--- src/pkg/mss_pkg.sv ---
// =====================================================================
// Purpose: constants and types for the motor start sequencer
// Assumes: 10 MHz pclk, APB register access with 32-bit data
// Notes: register map, field positions, reset values and timing
// =====================================================================
package mss_pkg;

  // =====================================================================
  // register map (byte addresses)
  localparam logic [7:0] MSS_OFS_CTRL = 8'h00;
  localparam logic [7:0] MSS_OFS_THR = 8'h04;
  localparam logic [7:0] MSS_OFS_TIME = 8'h08;
  localparam logic [7:0] MSS_OFS_STATUS = 8'h0C;

  // control register bit positions
  localparam int MSS_C_RUN = 0;
  localparam int MSS_C_SDE = 1;   // speed_detect_enable
  localparam int MSS_C_RVS = 2;   // reverse_drive_enable
  localparam int MSS_C_SBE = 3;   // stationary_brake_enable
  localparam int MSS_C_RSY = 4;   // resync_enable
  localparam int MSS_C_CST = 5;   // coast_enable
  localparam int MSS_C_BRK = 6;   // brake_enable
  localparam int MSS_C_BES = 7;   // brake_end_select: 0 time, 1 current
  localparam int MSS_C_BSS = 8;   // brake_side_select: 0 low, 1 high
  localparam int MSS_C_DIR = 9;   // commanded direction
  localparam int MSS_CTRL_W = 10;

  // reset values
  localparam logic [MSS_CTRL_W-1:0] MSS_CTRL_RST = 10'h000;
  localparam logic [31:0] MSS_THR_RST = 32'h0000_0000;
  localparam logic [23:0] MSS_TIME_RST = 24'h00_0000;

  // status field positions
  localparam int MSS_S_GATE = 10;
  localparam int MSS_S_STEP = 16;

  // gate patterns and commutation step limits
  localparam logic [2:0] MSS_GATE_ALL = 3'h7;
  localparam logic [2:0] MSS_GATE_NONE = 3'h0;
  localparam logic [2:0] MSS_STEP_LAST = 3'h5;
  localparam logic [2:0] MSS_STEP_FIRST = 3'h0;

  // timing: duration fields count in units of one millisecond
  localparam int MSS_CLK_MHZ = 10;
  localparam int MSS_TICK_US = 1000;
  localparam int MSS_TICK_CYC = MSS_TICK_US * MSS_CLK_MHZ;

  // sequencer states, one-hot
  typedef enum logic [9:0] {
    ST_POWER_ON = 10'b00_0000_0001,
    ST_DETECT = 10'b00_0000_0010,
    ST_STAT_BRAKE = 10'b00_0000_0100,
    ST_COAST = 10'b00_0000_1000,
    ST_BRAKE = 10'b00_0001_0000,
    ST_STARTUP = 10'b00_0010_0000,
    ST_OPEN_LOOP = 10'b00_0100_0000,
    ST_REV_CL = 10'b00_1000_0000,
    ST_REV_OL = 10'b01_0000_0000,
    ST_CLOSED = 10'b10_0000_0000
  } mss_state_t;

endpackage : mss_pkg

--- src/verilog/mss_start_sequencer.sv ---
// =====================================================================
// Purpose: start_sequence_fsm choosing how a sensorless motor is started
// Assumes: all inputs synchronous to pclk; adc samples phase voltages
// Notes: registers over APB, zero wait states; gates are registered
// =====================================================================
// How it works
// - enter power-on state at reset and on every standby or sleep exit
// - pending direction change makes detected spin count as reverse
// - from power-on go to speed detect if enabled, else brake check
// - back-EMF under stationary threshold goes to stationary brake check
// - stationary brake enable picks stationary brake, else start-up
// - stationary brake turns all low-side switches on for set time
// - forward spin goes to resync check, reverse spin to reverse check
// - resync enabled compares back-EMF, disabled goes to coast check
// - back-EMF over resync minimum seeds position and enters closed loop
// - reverse drive enabled judges reverse speed, else coast check
// - stay reverse closed loop above handoff speed, then open loop
// - open loop crosses zero, accelerates forward, then closed loop
// - coast enable runs coast, else goes to brake check
// - coast turns every switch off for the coast time
// - brake enable runs brake, else goes to motor start-up
// - brake ends on brake time or when current drops under limit
// - brake uses high or low side switches as selected
// - finished start-up method leads into open-loop acceleration
// - closed loop drives trapezoidal six-step commutation
// - initial speed, position and direction come from phase adc samples
module mss_start_sequencer #(
  parameter int TICK_CYCLES = mss_pkg::MSS_TICK_CYC
) (
  // apb slave
  input wire logic pclk,
  input wire logic presetn,
  input wire logic psel,
  input wire logic penable,
  input wire logic pwrite,
  input wire logic [7:0] paddr,
  input wire logic [31:0] pwdata,
  output logic [31:0] prdata,
  output logic pready,
  output logic pslverr,
  // power state and commands
  input wire logic wake,
  input wire logic dir_change,
  // initial speed detect sampling
  output logic detect_req,
  input wire logic adc_valid,
  input wire logic [7:0] adc_bemf,
  input wire logic [7:0] adc_speed,
  input wire logic adc_dir,
  input wire logic [2:0] adc_pos,
  // running motor feedback
  input wire logic [7:0] motor_speed,
  input wire logic [7:0] phase_current,
  input wire logic comm_event,
  input wire logic pwm_in,
  // start-up method engine
  output logic startup_req,
  input wire logic startup_done,
  // seq state and gates
  output logic [9:0] seq_state,
  output logic [2:0] gate_hs,
  output logic [2:0] gate_ls
);
  import mss_pkg::*;

  // =====================================================================
  // registers and state
  logic [MSS_CTRL_W-1:0] ctrl_r;
  logic [31:0] thr_r;
  logic [23:0] time_r;
  logic [31:0] prdata_r;
  mss_state_t state_r, state_nxt;
  logic dir_chg_r;
  logic crossed_r;
  logic [2:0] step_r;
  logic [2:0] gate_hs_r, gate_ls_r;
  logic [31:0] tick_cnt_r;
  logic [7:0] timer_r;
  logic tick;
  logic timer_done, seed_now;
  logic [5:0] drive_gates;
  logic reverse_spin;
  logic wr_en, rd_en, addr_ok;
  logic [7:0] stat_thr, resync_min, brake_lim, handoff;

  assign stat_thr = thr_r[7:0];
  assign resync_min = thr_r[15:8];
  assign brake_lim = thr_r[23:16];
  assign handoff = thr_r[31:24];

  // =====================================================================
  // decode helpers, used by bus logic and state decisions
  function automatic logic addr_valid(input logic [7:0] a);
    addr_valid = (a == MSS_OFS_CTRL) || (a == MSS_OFS_THR) ||
                 (a == MSS_OFS_TIME) || (a == MSS_OFS_STATUS);
  endfunction : addr_valid

  function automatic mss_state_t brake_check(input logic [MSS_CTRL_W-1:0] c);
    brake_check = c[MSS_C_BRK] ? ST_BRAKE : ST_STARTUP;
  endfunction : brake_check

  function automatic mss_state_t stat_check(input logic [MSS_CTRL_W-1:0] c);
    stat_check = c[MSS_C_SBE] ? ST_STAT_BRAKE : ST_STARTUP;
  endfunction : stat_check

  function automatic mss_state_t coast_check(input logic [MSS_CTRL_W-1:0] c);
    coast_check = c[MSS_C_CST] ? ST_COAST : brake_check(c);
  endfunction : coast_check

  // six-step table: {hs, ls} for each commutation step
  function automatic logic [5:0] trap_gates(input logic [2:0] s);
    case (s)
      3'h0: trap_gates = {3'b001, 3'b010};
      3'h1: trap_gates = {3'b001, 3'b100};
      3'h2: trap_gates = {3'b010, 3'b100};
      3'h3: trap_gates = {3'b010, 3'b001};
      3'h4: trap_gates = {3'b100, 3'b001};
      3'h5: trap_gates = {3'b100, 3'b010};
      default: trap_gates = {MSS_GATE_NONE, MSS_GATE_NONE};
    endcase
  endfunction : trap_gates

  // =====================================================================
  // apb slave, no wait states, error on unmapped address
  assign addr_ok = addr_valid(paddr);
  assign wr_en = psel && penable && pwrite && addr_ok;
  assign rd_en = psel && !penable && !pwrite;
  assign pready = 1'b1;
  assign pslverr = psel && penable && !addr_ok;
  assign prdata = prdata_r;

  // register writes
  always_ff @(posedge pclk or negedge presetn) begin
    if (!presetn) begin
      ctrl_r <= MSS_CTRL_RST;
      thr_r <= MSS_THR_RST;
      time_r <= MSS_TIME_RST;
    end else if (wr_en) begin
      case (paddr)
        MSS_OFS_CTRL: ctrl_r <= pwdata[MSS_CTRL_W-1:0];
        MSS_OFS_THR: thr_r <= pwdata;
        MSS_OFS_TIME: time_r <= pwdata[23:0];
        default: ;
      endcase
    end
  end

  // read data captured in the setup cycle
  always_ff @(posedge pclk or negedge presetn) begin
    if (!presetn) begin
      prdata_r <= 32'h0000_0000;
    end else if (rd_en) begin
      case (paddr)
        MSS_OFS_CTRL: prdata_r <= {22'h00_0000, ctrl_r};
        MSS_OFS_THR: prdata_r <= thr_r;
        MSS_OFS_TIME: prdata_r <= {8'h00, time_r};
        MSS_OFS_STATUS: prdata_r <= {13'h0000, step_r, gate_hs_r, gate_ls_r, state_r};
        default: prdata_r <= 32'h0000_0000;
      endcase
    end
  end

  // =====================================================================
  // millisecond tick and routine timer
  assign tick = (tick_cnt_r == 32'(TICK_CYCLES - 1));

  always_ff @(posedge pclk or negedge presetn) begin
    if (!presetn) begin
      tick_cnt_r <= 32'h0000_0000;
    end else if (tick || state_nxt != state_r) begin
      tick_cnt_r <= 32'h0000_0000;
    end else begin
      tick_cnt_r <= tick_cnt_r + 32'h0000_0001;
    end
  end

  // load the duration of the routine being entered
  always_ff @(posedge pclk or negedge presetn) begin
    if (!presetn) begin
      timer_r <= 8'h00;
    end else if (state_nxt != state_r) begin
      case (state_nxt)
        ST_STAT_BRAKE: timer_r <= time_r[7:0];
        ST_COAST: timer_r <= time_r[15:8];
        ST_BRAKE: timer_r <= time_r[23:16];
        default: timer_r <= 8'h00;
      endcase
    end else if (tick && timer_r != 8'h00) begin
      timer_r <= timer_r - 8'h01;
    end
  end

  assign timer_done = (timer_r == 8'h00);

  // =====================================================================
  // direction change held from sequence start
  always_ff @(posedge pclk or negedge presetn) begin
    if (!presetn) begin
      dir_chg_r <= 1'b0;
    end else if (state_r == ST_POWER_ON) begin
      dir_chg_r <= dir_change;
    end
  end

  // detected spin against command, forced reverse by a pending change
  assign reverse_spin = (adc_dir != ctrl_r[MSS_C_DIR]) || dir_chg_r;

  // zero-speed crossing flag for reverse open loop
  always_ff @(posedge pclk or negedge presetn) begin
    if (!presetn) begin
      crossed_r <= 1'b0;
    end else if (state_r != ST_REV_OL) begin
      crossed_r <= 1'b0;
    end else if (motor_speed == 8'h00) begin
      crossed_r <= 1'b1;
    end
  end

  // =====================================================================
  // next state decisions
  always_comb begin
    state_nxt = state_r;
    case (state_r)
      ST_POWER_ON: if (ctrl_r[MSS_C_RUN]) begin
        state_nxt = ctrl_r[MSS_C_SDE] ? ST_DETECT : brake_check(ctrl_r);
      end
      ST_DETECT: begin
        if (adc_valid) begin
          if (adc_bemf < stat_thr) begin
            state_nxt = stat_check(ctrl_r);
          end else if (!reverse_spin) begin
            if (!ctrl_r[MSS_C_RSY]) begin
              state_nxt = coast_check(ctrl_r);
            end else if (adc_bemf > resync_min) begin
              state_nxt = ST_CLOSED;
            end else begin
              state_nxt = stat_check(ctrl_r);
            end
          end else if (ctrl_r[MSS_C_RVS]) begin
            state_nxt = (adc_speed > handoff) ? ST_REV_CL : ST_REV_OL;
          end else begin
            state_nxt = coast_check(ctrl_r);
          end
        end
      end
      ST_STAT_BRAKE: if (timer_done) state_nxt = ST_STARTUP;
      ST_COAST: if (timer_done) state_nxt = brake_check(ctrl_r);
      ST_BRAKE: if (ctrl_r[MSS_C_BES] ? (phase_current < brake_lim) : timer_done) begin
        state_nxt = ST_STARTUP;
      end
      ST_STARTUP: if (startup_done) state_nxt = ST_OPEN_LOOP;
      ST_OPEN_LOOP: if (motor_speed > handoff) state_nxt = ST_CLOSED;
      ST_REV_CL: if (!(motor_speed > handoff)) state_nxt = ST_REV_OL;
      ST_REV_OL: if (crossed_r && motor_speed > handoff) state_nxt = ST_CLOSED;
      ST_CLOSED: state_nxt = ST_CLOSED;
      default: state_nxt = ST_POWER_ON;
    endcase
    // leaving run or waking from standby restarts the sequence
    if (wake || !ctrl_r[MSS_C_RUN]) begin
      state_nxt = ST_POWER_ON;
    end
  end

  // state register
  always_ff @(posedge pclk or negedge presetn) begin
    if (!presetn) begin
      state_r <= ST_POWER_ON;
    end else begin
      state_r <= state_nxt;
    end
  end

  // =====================================================================
  // resync seed; gates follow the seeded step from the first closed-loop cycle
  assign seed_now = (state_r == ST_DETECT) && (state_nxt == ST_CLOSED);
  assign drive_gates = trap_gates(seed_now ? adc_pos : step_r);

  // commutation step: seeded on resync, stepped on each commutation in drive states, backward while reversing
  always_ff @(posedge pclk or negedge presetn) begin
    if (!presetn) begin
      step_r <= MSS_STEP_FIRST;
    end else if (seed_now) begin
      step_r <= adc_pos;
    end else if (comm_event) begin
      if (state_r == ST_REV_CL || (state_r == ST_REV_OL && !crossed_r)) begin
        step_r <= (step_r == MSS_STEP_FIRST) ? MSS_STEP_LAST : step_r - 3'h1;
      end else if (state_r == ST_CLOSED || state_r == ST_OPEN_LOOP ||
                   state_r == ST_REV_OL) begin
        step_r <= (step_r == MSS_STEP_LAST) ? MSS_STEP_FIRST : step_r + 3'h1;
      end
    end
  end

  // gate drive, registered; pwm chops the high side while driving
  always_ff @(posedge pclk or negedge presetn) begin
    if (!presetn) begin
      gate_hs_r <= MSS_GATE_NONE;
      gate_ls_r <= MSS_GATE_NONE;
    end else begin
      case (state_nxt)
        ST_STAT_BRAKE: begin
          gate_hs_r <= MSS_GATE_NONE;
          gate_ls_r <= MSS_GATE_ALL;
        end
        ST_BRAKE: begin
          gate_hs_r <= ctrl_r[MSS_C_BSS] ? MSS_GATE_ALL : MSS_GATE_NONE;
          gate_ls_r <= ctrl_r[MSS_C_BSS] ? MSS_GATE_NONE : MSS_GATE_ALL;
        end
        ST_CLOSED, ST_OPEN_LOOP, ST_REV_CL, ST_REV_OL: begin
          gate_hs_r <= pwm_in ? drive_gates[5:3] : MSS_GATE_NONE;
          gate_ls_r <= drive_gates[2:0];
        end
        default: begin
          gate_hs_r <= MSS_GATE_NONE;
          gate_ls_r <= MSS_GATE_NONE;
        end
      endcase
    end
  end

  assign gate_hs = gate_hs_r;
  assign gate_ls = gate_ls_r;
  assign seq_state = state_r;
  assign detect_req = (state_r == ST_DETECT);
  assign startup_req = (state_r == ST_STARTUP);
endmodule : mss_start_sequencer
--- config.mk ---
export PLATFORM = sky130hd
export DESIGN_NAME = mss_start_sequencer
export DESIGN_NICKNAME = d
export VERILOG_FILES = /design/src/pkg/mss_pkg.sv /design/src/verilog/mss_start_sequencer.sv
export SDC_FILE = /design/constraint.sdc
export NUM_CORES = 1
export LEC_CHECK = 0
export ABC_AREA = 1
export BUFFER_PORTS_ARGS = -buffer_cell sky130_fd_sc_hd__buf_4
export CORE_UTILIZATION = 30
export DETAILED_ROUTE_END_ITERATION = 6
export GPL_TIMING_DRIVEN = 0
export MAX_ROUTING_LAYER = met4
export SKIP_CTS_REPAIR_TIMING = 1
export SYNTH_ARGS = -nofsm -noshare
export SYNTH_HDL_FRONTEND = slang
export SYNTH_SLANG_ARGS = --single-unit
--- constraint.sdc ---
create_clock -name pclk -period 2.7 [get_ports pclk]
set_input_delay 0.54 -clock pclk [delete_from_list [all_inputs] [get_ports pclk]]
set_output_delay 0.54 -clock pclk [all_outputs]
set_load 0.05 [all_outputs]
==> results.py <==
metrics = {
    "outcome": {
        "outcome": "finished with violations",
        "violations": "DRC, setup timing",
    },
    "synthesis": {
        "syn_avg_cell_area_um2": 7.54,
        "synth_area_mm2": 0.00949,
        "synth_warnings": 0,
        "synth_cell_type_count": 48,
        "yosysSeqAreaShare": 0.420,
        "syn_nets": 1387,
        "ys_ff_latch": 159,
        "synthCells": 1258,
    },
    "floorplan": {
        "initial_core_util": 0.308,
        "die_area_mm2": 0.0323,
        "io_pins": 139,
        "coreArea_mm2": 0.0308,
        "fp.dieW_um": 180,
        "row_count": 64,
        "die_y_um": 180,
    },
    "critical_path": {
        "worstReg2RegEnd": "tick_cnt_r[30]$_DFF_PN0_",
        "reg2reg_depth": 19,
        "worst-path-max-fanout": 6,
        "crit_type": "register to register",
        "rr_startpoint": "seq_state[9]$_DFF_PN0_",
        "crit_arrival_ns": 3.22,
        "cp-start-kind": "register",
        "critPathRequiredTime_ns": 3.06,
        "rrSetupSlack_ns": -0.15,
        "crit_path_end_kind": "register",
        "cp-startpoint": "seq_state[9]$_DFF_PN0_",
    },
    "power_and_ir_drop": {
        "p_int_mw": 3.78,
        "p_seq_frac": 0.472,
        "total_power_mw": 5.15,
        "ir_drop_uv": 427,
        "switching_share": 0.265,
        "p_per_area_mw_per_mm2": 412,
        "cellLeakagePower_nw": 6.01,
        "p_sw_mw": 1.37,
        "comb_power_share": 0.071,
        "power.clock.fraction": 0.457,
    },
    "min_path": {
        "hold_path.class": "input pin to async pin",
    },
    "sta": {
        "fin_crit_sh": 1.06,
        "hold_viol": 0,
        "setup_viol_count_final": 40,
        "slew_headroom": 0.557,
        "setup_ws_ns": -0.155,
        "timing.fmax_mhz": 350,
        "worstMarginPinSlew_ns": 0.665,
        "slew_viol_final": 0,
        "rsz0062_at_grt": "true",
        "skew_ns": 0.0126,
        "layout_min_cycle_time_ns": 2.85,
    },
    "clocking": {
        "clk_pin_slew_ns": 0.07,
        "cts_tree": "yes",
        "cts_buffers": 17,
        "clk_latency_ns": 0.43,
        "clock_sinks": 159,
        "cts_buffer_depth": 2,
        "htree_levels": 4,
        "root_buffer": "clkbuf_16",
    },
    "grt": {
        "overflow": 0,
        "antenna_found_initial": 0,
        "first_global_vias": 9019,
        "grt_max_degree": 110,
        "grt_pass1_wl_um": 49000,
        "grt.total_usage": 0.200,
    },
    "place": {
        "hpwlAfterDp_um": 24000,
        "port-buffer-count": 137,
        "dp.cells": 1792,
        "gp_congestion": 0.929,
    },
    "final_layout": {
        "drive_above_1_share": 0.244,
        "fin_cells": 1867,
        "diodes": 0,
        "synthToLayoutAreaGrowth_pct": 31.6,
        "nets": 1587,
    },
    "drt": {
        "vias_per_cell": 4.98,
        "vias": 9302,
        "drc": 4,
        "drt-pass1-iter-count": 7,
        "ant_nets": 0,
        "drt-initial-drc-count": 641,
        "wl_um": 31600,
        "wl_per_cell_um": 16.9,
    },
    "flow_run": {
        "cap_violations": 0,
    },
}
## worst max path at each step
| stage | end | slack [ns] | depth (start not counted) |
|---|---|---|---|
| 2_1_floorplan | tick_cnt_r[29]$_DFF_PN0_ | -0.04 | 19 |
| 3_3_place_gp | timer_r[0]$_DFFE_PN0P_ | -0.87 | 17 |
| 3_5_place_dp | timer_r[3]$_DFFE_PN0P_ | -0.93 | 17 |
| 4_1_cts | timer_r[2]$_DFFE_PN0P_ | -0.69 | 17 |
| 5_1_grt | tick_cnt_r[28]$_DFF_PN0_ | -0.30 | 20 |
| 6_report | tick_cnt_r[30]$_DFF_PN0_ | -0.15 | 19 |
## synthesized netlist by cell type, drive strengths merged
master / count / share of area
inv: 174 / 0.069
o41ai: 1 / 0.00092
nor3b: 2 / 0.0016
a21o: 3 / 0.0024
or3b: 1 / 0.00092
o211ai: 9 / 0.0071
clkinv: 2 / 0.00079
nand4: 20 / 0.013
nand2: 317 / 0.13
or2: 3 / 0.0020
a221oi: 14 / 0.013
nor3: 32 / 0.020
o21ai: 114 / 0.060
o311ai: 2 / 0.0018
nor4: 12 / 0.0086
xor2: 22 / 0.021
conb: 1 / 0.00040
buf: 9 / 0.0062
dfrtp: 158 / 0.42
o31ai: 11 / 0.0087
mux2: 6 / 0.0071
a31oi: 2 / 0.0013
nand3: 85 / 0.046
clkbuf: 27 / 0.011
nand3b: 3 / 0.0024
nor2: 115 / 0.050
o2111ai: 3 / 0.0028
ha: 42 / 0.055
a21oi: 52 / 0.027
and2: 1 / 0.00066
xnor2: 5 / 0.0046
nor2b: 1 / 0.00066
o21a: 3 / 0.0024
dfstp: 1 / 0.0028
o22ai: 5 / 0.0033
## cell families (layout without fill, tap and decap cells)
kind of cell / after synthesis / in the layout / synth area share
buffers and inverters: 212 / 425 / 0.0865
flip-flops: 159 / 159 / 0.420
other: 1 / 1 / 0.000395
AND/OR/NAND/NOR: 592 / 592 / 0.274
adder cells (fa/ha/maj): 42 / 42 / 0.0554
multiplexers: 6 / 6 / 0.00712
AO/OA/AOI/OAI: 219 / 219 / 0.131
XOR/XNOR: 27 / 27 / 0.0257
## final cells by class
class,instances,area [µm²]
flip-flops and latches,159,4000
fillers,3169,18300
clock inverters,13,118
inverters,176,697
plain buffers,33,165
well taps,396,495
repair buffers,184,1460
clock buffers,19,433
multi-input cells,887,5120
## worst max-delay path, cell delays in order, from the launching register on
cell       delay (ns)
dfrtp_2          0.48
nor2_4           0.21
buf_6            0.14
nand2_4          0.05
nor2_4           0.13
nand2_4          0.08
nand2_2          0.07
nor2_2           0.03
nand3_2          0.09
nand2_4          0.09
inv_6            0.12
buf_8            0.15
nand2_2          0.15
a21oi_2          0.15
nand4_1          0.15
nor2_4           0.14
buf_12           0.13
nand3_4          0.12
clkbuf_16        0.19
nor3_2           0.09
## per-layer routing
metal / vias to the layer above / global-route usage / share of wire / wire length [µm]
li1: 4536 / - / - / -
met1: 4445 / 0.252 / 0.44 / 13800
met2: 270 / 0.325 / 0.48 / 15200
met3: 51 / 0.0304 / 0.052 / 1630
met4: 0 / 0.0721 / 0.030 / 958
met5: - / - / 0 / 0
## stage by stage
| step | TNS, ns | area (µm²) | util | worst slack (ns) | hold WS [ns] |
|---|---|---|---|---|---|
| after floorplan | -0.908 | 9570 | - | -0.0359 | 0.244 |
| after global placement | -61.49 | 11100 | 0.360 | -0.875 | 0.449 |
| after detailed placement | -62.83 | 11100 | 0.361 | -0.925 | 0.460 |
| after CTS | -25.01 | 11700 | 0.379 | -0.689 | 0.0328 |
| after global routing | -10.69 | 12500 | 0.405 | -0.296 | 0.0488 |
| final | -5.12 | 12500 | 0.405 | -0.155 | 0.0295 |
## power groups by stage
| stage | Clock, mW | Combinational, mW | Sequential, mW |
|---|---|---|---|
| finish | 2.35 | 0.364 | 2.43 |
| global route | 2.49 | 0.414 | 2.44 |
| CTS | 2.40 | 0.361 | 2.43 |
| detailed placement | 0 | 0.361 | 2.48 |
| global placement | 0 | 0.348 | 2.48 |
| floorplan | 0 | 0.147 | 2.48 |
## layout by cell type, fill, tap and decap left out, drive strengths merged
| cell | count |
|---|---|
| clkinv | 3 |
| or2 | 3 |
| dfstp | 1 |
| nand4 | 20 |
| a21oi | 52 |
| dfrtp | 158 |
| xnor2 | 5 |
| a221oi | 14 |
| o21ai | 114 |
| a31oi | 2 |
| nor4 | 12 |
| clkinvlp | 8 |
| a21o | 3 |
| nor2b | 1 |
| o22ai | 5 |
| o31ai | 11 |
| nor3 | 32 |
| xor2 | 22 |
| inv | 178 |
| o211ai | 9 |
| ha | 42 |
| and2 | 1 |
| o311ai | 2 |
| or3b | 1 |
| o21a | 3 |
| clkbuf | 48 |
| conb | 1 |
| buf | 188 |
| nand3 | 85 |
| mux2 | 6 |
| nor2 | 115 |
| nand3b | 3 |
| nand2 | 317 |
| o41ai | 1 |
| o2111ai | 3 |
| nor3b | 2 |
## sequential cells by signal (all words and copies together) (netlist names)
name and cells:
gate_hs 3, prdata 32, ctrl_r 10, tick_cnt_r 32, time_r 24, thr_r 32, crossed_r 1, seq_state 10
gate_ls 3, timer_r 8, step_r 3, dir_chg_r 1
Note: power is estimated with default switching activity, not from simulation.
